`config.mk`:
```
export PLATFORM = sky130hd
export DESIGN_NAME = zero_clamp_velocity_reach
export DESIGN_NICKNAME = d
export VERILOG_FILES = /design/src/rtl/zero_clamp_pkg.sv /design/src/rtl/zero_clamp_velocity_reach.sv
export SDC_FILE = /design/constraint.sdc
export NUM_CORES = 1
export LEC_CHECK = 0
export ABC_AREA = 1
export BUFFER_PORTS_ARGS = -buffer_cell sky130_fd_sc_hd__clkbuf_2
export CORE_AREA = 2 2 237 192
export CTS_CLUSTER_DIAMETER = 150
export DETAILED_ROUTE_END_ITERATION = 10
export DIE_AREA = 0 0 239 194
export GPL_TIMING_DRIVEN = 0
export HOLD_SLACK_MARGIN = 0.05
export PLACE_DENSITY = 0.55
export SLEW_MARGIN = 20
export SYNTH_ARGS = -nofsm -noshare
export SYNTH_HDL_FRONTEND = slang
export SYNTH_SLANG_ARGS = --single-unit
```
`constraint.sdc`:
```
create_clock -name sys_clk -period 4.74 [get_ports sys_clk]
set_input_delay 0.237 -clock sys_clk [delete_from_list [all_inputs] [get_ports sys_clk]]
set_output_delay 0.237 -clock sys_clk [all_outputs]
set_load 0.01 [all_outputs]
```
`src/rtl/zero_clamp_pkg.sv`:
```
// Constants, register map and types for the zero clamp and speed reach block.
package zero_clamp_pkg;
	localparam int unsigned CLK_FREQ_MHZ        = 50;
	localparam int unsigned SPEED_WINDOW_US     = 1000;
	localparam int unsigned SPEED_WINDOW_CYCLES = SPEED_WINDOW_US * CLK_FREQ_MHZ;

	localparam logic [5:0] OFS_CONTROL    = 6'h00;
	localparam logic [5:0] OFS_HOLD_PIN   = 6'h04;
	localparam logic [5:0] OFS_LEVEL_ROT  = 6'h08;
	localparam logic [5:0] OFS_LEVEL_LIN  = 6'h0C;
	localparam logic [5:0] OFS_BAND_ROT   = 6'h10;
	localparam logic [5:0] OFS_BAND_LIN   = 6'h14;
	localparam logic [5:0] OFS_REACH_PIN  = 6'h18;
	localparam logic [5:0] OFS_MAX_VEL    = 6'h1C;
	localparam logic [5:0] OFS_STATUS     = 6'h20;
	localparam logic [5:0] OFS_PULSE_POS  = 6'h24;
	localparam logic [5:0] OFS_PULSE_SPD  = 6'h28;

	localparam int unsigned CTRL_MODE_LSB    = 0;
	localparam int unsigned CTRL_LINEAR_BIT  = 4;
	localparam int unsigned STAT_HOLD_BIT    = 0;
	localparam int unsigned STAT_REACH_BIT   = 1;

	localparam logic [3:0]  RST_MODE      = 4'h0;
	localparam logic [2:0]  RST_HOLD_PIN  = 3'h0;
	localparam logic [13:0] RST_LEVEL     = 14'h000A;
	localparam logic [13:0] LEVEL_MAX     = 14'h2710;
	localparam logic [6:0]  RST_BAND      = 7'h0A;
	localparam logic [6:0]  BAND_MAX      = 7'h64;
	localparam logic [1:0]  RST_REACH_PIN = 2'h0;
	localparam logic [15:0] RST_MAX_VEL   = 16'h1770;

	localparam logic [3:0] MODE_VELOCITY      = 4'h0;
	localparam logic [3:0] MODE_POSITION      = 4'h1;
	localparam logic [3:0] MODE_INTVEL        = 4'h3;
	localparam logic [3:0] MODE_INTVEL_POS    = 4'h4;
	localparam logic [3:0] MODE_INTVEL_VEL    = 4'h5;
	localparam logic [3:0] MODE_INTVEL_TRQ    = 4'h6;
	localparam logic [3:0] MODE_POS_VEL       = 4'h7;
	localparam logic [3:0] MODE_TRQ_VEL       = 4'h9;
	localparam logic [3:0] MODE_INTPOS_VEL    = 4'hC;
	localparam logic [3:0] MODE_INTVEL_INTPOS = 4'hE;

	typedef enum logic {CLAMP_OFF = 1'b0, CLAMP_ON = 1'b1} clamp_t;
	typedef enum logic {BUS_IDLE = 1'b0, BUS_ACK = 1'b1} bus_t;
endpackage : zero_clamp_pkg

```
`src/rtl/zero_clamp_velocity_reach.sv`:
```
// Zero clamp and speed reach supervision with an Avalon-MM register slave.
`timescale 1ns/1ns
module zero_clamp_velocity_reach #(
	parameter int unsigned SPEED_WINDOW = zero_clamp_pkg::SPEED_WINDOW_CYCLES
) (
	// Clock and reset
	input  wire logic               sys_clk,
	input  wire logic               srst,
	// Avalon-MM register slave
	input  wire logic [5:0]         address,
	input  wire logic               read,
	input  wire logic               write,
	input  wire logic [31:0]        writedata,
	output logic      [31:0]        readdata,
	output logic                    waitrequest,
	// Velocity loop
	input  wire logic signed [15:0] velocity_command,
	input  wire logic signed [15:0] motor_velocity,
	input  wire logic [31:0]        motor_position,
	output logic signed [15:0]      effective_velocity_command,
	output logic                    hold_active,
	output logic [31:0]             hold_position,
	// Digital inputs and general outputs
	input  wire logic [7:0]         digital_inputs,
	input  wire logic               mode_switch_input,
	output logic [3:0]              general_outputs,
	// Command pulses
	input  wire logic               command_pulse,
	input  wire logic               command_pulse_dir,
	output logic [31:0]             pulse_position,
	output logic [15:0]             pulse_speed
);
	import zero_clamp_pkg::*;

	typedef struct packed {
		logic [3:0]         mode;
		logic               motor_linear;
		logic [2:0]         hold_pin;
		logic [13:0]        level_rot;
		logic [13:0]        level_lin;
		logic [6:0]         band_rot;
		logic [6:0]         band_lin;
		logic [1:0]         reach_pin;
		logic [15:0]        max_vel;
		bus_t               bus;
		logic [31:0]        rdata;
		clamp_t             clamp;
		logic [31:0]        hold_pos;
		logic signed [15:0] cmd_out;
		logic               reach;
		logic [3:0]         gout;
		logic [31:0]        pulse_pos;
		logic [15:0]        pulse_cnt;
		logic [15:0]        pulse_spd;
		logic [15:0]        win_cnt;
	} state_t;

	state_t      st;
	state_t      next_st;
	logic [16:0] cmd_mag;
	logic [16:0] meas_mag;
	logic [16:0] speed_diff;
	logic [13:0] level_sel;
	logic [15:0] level_eff;
	logic [6:0]  band_sel;
	logic        hold_at_zero_input;
	logic        mode_ok;
	logic        speed_reached_output;
	logic        window_end;

	// Magnitude with one extra bit so that the most negative value does not wrap.
	function automatic logic [16:0] magnitude(input logic signed [15:0] v);
		logic [16:0] ext;
		ext = {v[15], v};
		magnitude = v[15] ? 17'(17'h0 - ext) : ext;
	endfunction : magnitude

	function automatic logic [31:0] saturate(input logic [31:0] v, input logic [31:0] lim);
		saturate = (v > lim) ? lim : v;
	endfunction : saturate

	// In dual modes a low mode switch selects the first named half, high the second.
	function automatic logic clamp_mode_ok(input logic [3:0] mode, input logic sw);
		unique case (mode)
			MODE_VELOCITY, MODE_INTVEL, MODE_INTVEL_VEL:  clamp_mode_ok = 1'b1;
			MODE_INTVEL_POS, MODE_INTVEL_TRQ:             clamp_mode_ok = !sw;
			MODE_INTVEL_INTPOS:                           clamp_mode_ok = !sw;
			MODE_POS_VEL, MODE_TRQ_VEL, MODE_INTPOS_VEL:  clamp_mode_ok = sw;
			default:                                      clamp_mode_ok = 1'b0;
		endcase
	endfunction : clamp_mode_ok

	always_comb begin
		cmd_mag  = magnitude(velocity_command);
		meas_mag = magnitude(motor_velocity);
		level_sel = st.motor_linear ? st.level_lin : st.level_rot;
		band_sel  = st.motor_linear ? st.band_lin : st.band_rot;
		level_eff = ({2'b00, level_sel} > st.max_vel) ? st.max_vel : {2'b00, level_sel};
		speed_diff = (cmd_mag >= meas_mag) ? 17'(cmd_mag - meas_mag) : 17'(meas_mag - cmd_mag);
		speed_reached_output = (speed_diff <= {10'h000, band_sel});
		hold_at_zero_input = digital_inputs[st.hold_pin];
		mode_ok = clamp_mode_ok(st.mode, mode_switch_input);
		window_end = (st.win_cnt == 16'(SPEED_WINDOW - 1));
	end

	always_comb begin
		next_st = st;

		// Register slave: one wait cycle, the write lands on the acknowledging edge.
		unique case (st.bus)
			BUS_IDLE: begin
				if (read || write) begin
					next_st.bus = BUS_ACK;
					next_st.rdata = 32'h0000_0000;
					if (read) begin
						unique case (address)
							OFS_CONTROL: begin
								next_st.rdata[CTRL_MODE_LSB +: 4] = st.mode;
								next_st.rdata[CTRL_LINEAR_BIT] = st.motor_linear;
							end
							OFS_HOLD_PIN:  next_st.rdata = {29'h0, st.hold_pin};
							OFS_LEVEL_ROT: next_st.rdata = {18'h0, st.level_rot};
							OFS_LEVEL_LIN: next_st.rdata = {18'h0, st.level_lin};
							OFS_BAND_ROT:  next_st.rdata = {25'h0, st.band_rot};
							OFS_BAND_LIN:  next_st.rdata = {25'h0, st.band_lin};
							OFS_REACH_PIN: next_st.rdata = {30'h0, st.reach_pin};
							OFS_MAX_VEL:   next_st.rdata = {16'h0, st.max_vel};
							OFS_STATUS: begin
								next_st.rdata[STAT_HOLD_BIT] = (st.clamp == CLAMP_ON);
								next_st.rdata[STAT_REACH_BIT] = st.reach;
							end
							OFS_PULSE_POS: next_st.rdata = st.pulse_pos;
							OFS_PULSE_SPD: next_st.rdata = {16'h0, st.pulse_spd};
							default:       next_st.rdata = 32'h0000_0000;
						endcase
					end
				end
			end
			BUS_ACK: begin
				next_st.bus = BUS_IDLE;
				if (write) begin
					unique case (address)
						OFS_CONTROL: begin
							next_st.mode = writedata[CTRL_MODE_LSB +: 4];
							next_st.motor_linear = writedata[CTRL_LINEAR_BIT];
						end
						OFS_HOLD_PIN:  next_st.hold_pin = writedata[2:0];
						OFS_LEVEL_ROT: next_st.level_rot = 14'(saturate(writedata, 32'(LEVEL_MAX)));
						OFS_LEVEL_LIN: next_st.level_lin = 14'(saturate(writedata, 32'(LEVEL_MAX)));
						OFS_BAND_ROT:  next_st.band_rot = 7'(saturate(writedata, 32'(BAND_MAX)));
						OFS_BAND_LIN:  next_st.band_lin = 7'(saturate(writedata, 32'(BAND_MAX)));
						OFS_REACH_PIN: next_st.reach_pin = writedata[1:0];
						OFS_MAX_VEL:   next_st.max_vel = writedata[15:0];
						default:       next_st.max_vel = st.max_vel;
					endcase
				end
			end
		endcase

		// Equal magnitude keeps the present clamp state, which stops chatter at the level.
		if (!hold_at_zero_input || !mode_ok) begin
			next_st.clamp = CLAMP_OFF;
		end else begin
			unique case (st.clamp)
				CLAMP_OFF: begin
					if (cmd_mag < {1'b0, level_eff}) begin
						next_st.clamp = CLAMP_ON;
						next_st.hold_pos = motor_position;
					end
				end
				CLAMP_ON: begin
					if (cmd_mag > {1'b0, level_eff}) begin
						next_st.clamp = CLAMP_OFF;
					end
				end
			endcase
		end
		next_st.cmd_out = (next_st.clamp == CLAMP_ON) ? 16'sh0000 : velocity_command;

		next_st.reach = speed_reached_output;
		for (int i = 0; i < 4; i++) begin
			next_st.gout[i] = speed_reached_output && (st.reach_pin == 2'(i));
		end

		// Speed is pulses counted over one window; it lags the pulse train by a window.
		if (st.mode == MODE_POSITION) begin
			next_st.win_cnt = window_end ? 16'h0000 : 16'(st.win_cnt + 16'h0001);
			if (command_pulse) begin
				next_st.pulse_pos = command_pulse_dir ? 32'(st.pulse_pos - 32'h1)
						: 32'(st.pulse_pos + 32'h1);
			end
			if (window_end) begin
				next_st.pulse_spd = 16'(st.pulse_cnt + {15'h0, command_pulse});
				next_st.pulse_cnt = 16'h0000;
			end else if (command_pulse) begin
				next_st.pulse_cnt = 16'(st.pulse_cnt + 16'h0001);
			end
		end else begin
			next_st.win_cnt = 16'h0000;
			next_st.pulse_cnt = 16'h0000;
			next_st.pulse_spd = 16'h0000;
		end
	end

	always_ff @(posedge sys_clk) begin
		if (srst) begin
			st <= '0;
			st.mode <= RST_MODE;
			st.hold_pin <= RST_HOLD_PIN;
			st.level_rot <= RST_LEVEL;
			st.level_lin <= RST_LEVEL;
			st.band_rot <= RST_BAND;
			st.band_lin <= RST_BAND;
			st.reach_pin <= RST_REACH_PIN;
			st.max_vel <= RST_MAX_VEL;
			st.bus <= BUS_IDLE;
			st.clamp <= CLAMP_OFF;
		end else begin
			st <= next_st;
		end
	end

	assign waitrequest = (read || write) && (st.bus != BUS_ACK);
	assign readdata = st.rdata;
	assign effective_velocity_command = st.cmd_out;
	assign hold_active = (st.clamp == CLAMP_ON);
	assign hold_position = st.hold_pos;
	assign general_outputs = st.gout;
	assign pulse_position = st.pulse_pos;
	assign pulse_speed = st.pulse_spd;
endmodule : zero_clamp_velocity_reach

```
Word level (Yosys, flattened, before mapping) --
Cells that the tools add are included.
Word-level totals: bits in registers 235, bits of input ports 117, logic and storage cells 116
Cells by class: order comparisons 8, bitwise gates (word level) 4, $add $sub $neg 9, reductions and logical operators 30, multiplexer cells 22, eq/ne operators 23
Operators with widths (number):
- one-hot mux 27 bit (7 select lines) | 1
- 2-to-1 mux 33 bit | 2
- 2-to-1 mux 32 bit | 2
- 2-to-1 mux 17 bit | 3
- subtractor 1 x 16 -> 17 bit (first input constant) | 2
- subtractor 17 bit | 2
- adder 16 x 1 -> 16 bit (second input constant) | 2
- adder 32 x 1 -> 32 bit (second input constant) | 1
- > comparator 32 x 14 -> 1 bit (second input constant) | 1
- > comparator 32 x 7 -> 1 bit (second input constant) | 1
- subtractor 32 x 1 -> 32 bit (second input constant) | 1
- 2-to-1 mux 14 bit | 2
- one-hot mux 3 bit (9 select lines) | 1
- AND reduction 3 bit | 9
- equality test 6 x 5 -> 1 bit (second input constant) | 4
- one-hot mux 2 bit (11 select lines) | 1
- equality test 6 bit (second input constant) | 3
- >= comparator 17 bit | 1
- > comparator 17 x 16 -> 1 bit | 1
- <= comparator 17 x 7 -> 1 bit | 1
- < comparator 17 x 16 -> 1 bit | 1
- adder 16 x 1 -> 16 bit | 1
- equality test 16 bit (second input constant) | 1
- equality test 4 x 3 -> 1 bit (second input constant) | 4
- other kinds (25) | 48

Logic depth before layout (Yosys ltp) --
word-level depth 8, mapped depth 37, depth with buffers taken out 35

Worst setup path after synthesis --
Ideal clock, no wire load.
path type input-to-reg, start input motor_velocity[0], end register st, in the netlist general_outputs[2], data arrival time 4.158 ns, required time 4.676 ns, setup slack 0.518 ns, library setup time 0.064 ns, stages on the path 35, path through inv_1 ha_1 inv_1 nor3_1 nand3_1 o31ai_1 o21ai_0 xnor2_1 inv_1 ha_1 nand2_1 nor2_2 nand2_1 nor2_1 nand2_1 nand4_2 buf_4 nand3_1 o21ai_0 xor2_1 inv_1 ha_1 nand2_1 inv_1 nand2_1 nand3_1 nand2_1 nand3b_1 nand2_1 nand2_1 a21oi_1 nand3_1 nor2_2 nand3_1 nor2_1
Between the ends: cells in the longest elaborated chain, start to end 6, elaborated cells on any way between the ends 8, those cells by class add/sub (3); order compare (2); mux (2); reduce/logical (1)
Ends and longest elaborated chain:
- from (decl) | RTL line zero_clamp_velocity_reach.sv:18 | input wire logic signed [15:0] motor_velocity,
- subtractor 1 x 16 -> 17 bit | RTL line zero_clamp_velocity_reach.sv:75 | magnitude = v[15] ? 17'(17'h0 - ext) : ext;
- 2-to-1 mux 17 bit (*) | RTL line zero_clamp_velocity_reach.sv:75
- subtractor 17 bit or >= comparator 17 bit (tied branches) | RTL line zero_clamp_velocity_reach.sv:99 | speed_diff = (cmd_mag >= meas_mag) ? 17'(cmd_mag - meas_mag) : 17'(meas_mag - cmd_mag);
- 2-to-1 mux 17 bit (*) | RTL line zero_clamp_velocity_reach.sv:99
- <= comparator 17 x 7 -> 1 bit (*) | RTL line zero_clamp_velocity_reach.sv:100 | speed_reached_output = (speed_diff <= {10'h000, band_sel});
- logical AND 1 bit (*) | RTL line zero_clamp_velocity_reach.sv:182 | next_st.gout[i] = speed_reached_output && (st.reach_pin == 2'(i));
- to (signal assigned) | RTL line zero_clamp_velocity_reach.sv:219 | st <= next_st;
- to (decl) | RTL line zero_clamp_velocity_reach.sv:58 | state_t st;
Every way passes the cells marked *; elsewhere a longest branch is shown, timed or not. A chain may end at the register's enable or synchronous reset.

Worst setup path in the final report --
start register st[230] in the netlist's numbering, end register st, in the netlist hold_position[28]
Between the ends: cells in the longest elaborated chain, start to end 5
Ends and longest elaborated chain:
- 2-to-1 mux 14 bit (*) | RTL line zero_clamp_velocity_reach.sv:96 | level_sel = st.motor_linear ? st.level_lin : st.level_rot;
- > comparator 14 x 16 -> 1 bit | RTL line zero_clamp_velocity_reach.sv:98 | level_eff = ({2'b00, level_sel} > st.max_vel) ? st.max_vel : {2'b00, level_sel};
- 2-to-1 mux 16 bit (*) | RTL line zero_clamp_velocity_reach.sv:98
- < comparator 17 x 16 -> 1 bit (*) | RTL line zero_clamp_velocity_reach.sv:166 | if (cmd_mag < {1'b0, level_eff}) begin
- AND reduction 3 bit (no line) (*)
Marked as above.

==> reports/results.txt <==
Via density per instance: 5.006
Synth top area cells: dfxtp_1 (28%), nand2_1 (12%), inv_1 (8.8%)
Reg2reg end: hold_position[28]
Detailed placer's ending HPWL: 46.18 mm
CP startpoint kind: flop
Port bufs: 247
Share of layout cells above drive strength 1: 19.70%
Pleak: 0.01026 µW
Post-route insts no fill: 3477
GRT overflow: 0
Slew Limit Headroom: 45.60%
Starting Density: 37.59%
# diodes: 0
Htree depth: 1
Synth top area share: 28.43%
Global-route wire length before repair: 89.15 mm
Leading area contributor after synthesis: dfxtp_1
Count of final hold-check violations: 0
Final Setup Violations: 0
Die ar.: 0.04637 mm²
Main flop type after synthesis: dfxtp_1
Worst EP arrival: 4.94 ns
DRC: 0
Die width: 239 µm
Crit end category: flop
Worst reg2reg setup slack: 0.25 ns
Largest net degree at the start of global routing: 33
Placed cell count: 3343
Hold Startpoint: write
DR iter-0 viols: 1323
Register area share after synthesis: 28.43%
Post-Synthesis Cells: 2526
Vias: 17410
GR Util All Layers: 24.21%
Hold path depth: 4
DP Area: 0.01850 mm²
Post-route cell area: 0.02067 mm²
Most frequent cells in the layout: nand2_1 (512), inv_1 (385), clkbuf_2 (253)
Initial antenna violation count: 1
Post-synthesis average cell area: 6.552 µm²
CTS tree: yes
Area Growth Syn to Fin: 24.91%
Max-slew violations: 0
Clock period minus worst slack: 4.493 ns
Post-route ant nets: 0
Yosys reg bits: 235
Number of synthesized flops with an enable pin: 0
Hold Crit Class: in -> reg
Io pins: 251
Fmax achieved: 222.6 MHz
Post-Route WL: 57.77 mm
Pre-CTS WS: -0.9555 ns
Height of the chip: 194 µm
Period utilization: 94.79%
Number of synthesis warnings: 0
Async set-reset flop share out of synthesis: 0%
RR Startpoint: st[230]
Cell Pwr Density: 270.0 mW/mm²
Vias in the first global route: 16190
Wire length per cell: 16.61 µm
Initial DRT Pass Iterations: 7
RD Place Congestion: 0.9733
Status: complete, no violations
Root Buffer: clkbuf_16
Max VDD drop: 0.2477 mV
Clock Latency Late Sink: 0.56 ns
Worst-path maximum fanout: 10
Crit path required time: 5.19 ns
Hold worst-path end: readdata[8]
Commonest non-fill, non-tap cell in the layout: nand2_1
Clock buffer depth: 3
TritonCTS Buffers: 28
Worst-Margin Slew: 0.8092 ns
FF-to-FF path depth: 24
Clock sink count: 235
Synthesized cell area: 0.01655 mm²
Post-synth cell types: 52
Max_cap viols: 0
Core box area: 0.04403 mm²
Post-layout nets: 3114
Post-route setup slack: 0.2470 ns
Final total power: 5582 µW
Crit Path Class: reg -> reg
Critical path launch point: st[230]
Clock transition at path regs: 0.06 ns
Worst Skew: 0.01036 ns
Row count: 69
power by group:
| part | leakage [µW] | internal, µW | switching (µW) |
|---|---|---|---|
| Clock | 0.000451 | 1280 | 870 |
| Combinational | 0.00790 | 541 | 848 |
| Sequential | 0.00190 | 2020 | 21.5 |
| Total | 0.0103 | 3840 | 1740 |
state kept, by name, indices dropped and copies added (netlist names):
register                    cells
hold_active                     1
readdata                       32
effective_velocity_command     16
hold_position                  32
pulse_speed                    16
pulse_position                 32
st                            102
general_outputs                 4
kinds of logic (layout without fill, tap and decap cells):
logic type,count (synthesis),count (layout),synth area share (%)
AND/OR/NAND/NOR,983,983,24.70
buffers and inverters,590,971,16.58
AO/OA/AOI/OAI,531,531,17.84
flip-flops,235,235,28.43
adder cells (fa/ha/maj),109,109,8.377
XOR/XNOR,75,75,3.969
other,2,4,0.04538
multiplexers,1,1,0.06048
per-layer routing:
| metal | vias to the layer above | global-route usage (%) | routed length, µm |
|---|---|---|---|
| li1 | 8733 | - | - |
| met1 | 8001 | 35.56 | 28240 |
| met2 | 581 | 37.21 | 24480 |
| met3 | 89 | 3.573 | 3816 |
| met4 | 2 | 5.301 | 1213 |
| met5 | - | 0 | 16 |
worst max path at each step:
| stage | endpoint | depth (start not counted) |
|---|---|---|
| 6_report | hold_position[28] | 24 |
| 5_1_grt | general_outputs[2] | 38 |
| 4_1_cts | general_outputs[2] | 36 |
| 3_5_place_dp | general_outputs[2] | 36 |
| 3_3_place_gp | general_outputs[3] | 36 |
| 2_1_floorplan | general_outputs[2] | 35 |
worst max-delay path: stages (launching register included):
cell	delay, ns
dfxtp_1	0.34
clkbuf_2	0.23
o21ai_1	0.38
inv_1	0.10
ha_1	0.31
inv_1	0.04
nor2_1	0.08
nor2_1	0.04
o21a_1	0.17
o221ai_1	0.15
nand2_1	0.07
o211ai_1	0.14
nand2_2	0.19
buf_2	0.25
o21ai_2	0.24
ha_1	0.29
nand2_1	0.11
o21ai_0	0.16
a211oi_2	0.22
nand3_1	0.10
inv_1	0.09
nand2_2	0.17
clkbuf_2	0.23
o21ai_0	0.19
nor2_1	0.06
synthesized netlist by cell type (28+ instances only):
cell / n
ha_1: 106
clkbuf_1: 46
nand2_1: 527
nand3_1: 113
nor2_1: 243
nor3_1: 34
o22ai_1: 28
dfxtp_1: 235
a21oi_1: 195
buf_4: 135
o21ai_0: 207
inv_1: 390
xor2_1: 63
final cells by class:
class | count | area (µm²)
Tap cell | 568 | 710.7
Clock buffer | 44 | 852.1
Inverter | 394 | 1481
Sequential cell | 235 | 4705
Buffer | 196 | 1300
Timing Repair Buffer | 330 | 2024
Fill cell | 4565 | 23360
Multi-Input combinational cell | 1703 | 9529
Clock inverter | 7 | 70.07
repair_timing:
item                                    CTS  global route
resized for setup                        36           101
endpoints found under the hold margin    90             1
gates cloned                              0             0
endpoints found under the setup margin   53            48
pin swaps                                 4            29
buffers inserted                          2            15
hold buffers                             65             1
per-stage QoR:
step	hold WS (ns)	setup TNS (ns)	utilization, %
6_report	0.1995	0	46.95
5_1_grt	0.2301	-0.07953	46.95
4_1_cts	0.06080	0	45.83
3_5_place_dp	0.4458	-24.38	42.03
3_3_place_gp	0.4325	-26.50	42.03
2_1_floorplan	0.3492	0	-
No activity file was read; power rests on OpenSTA's default activity.
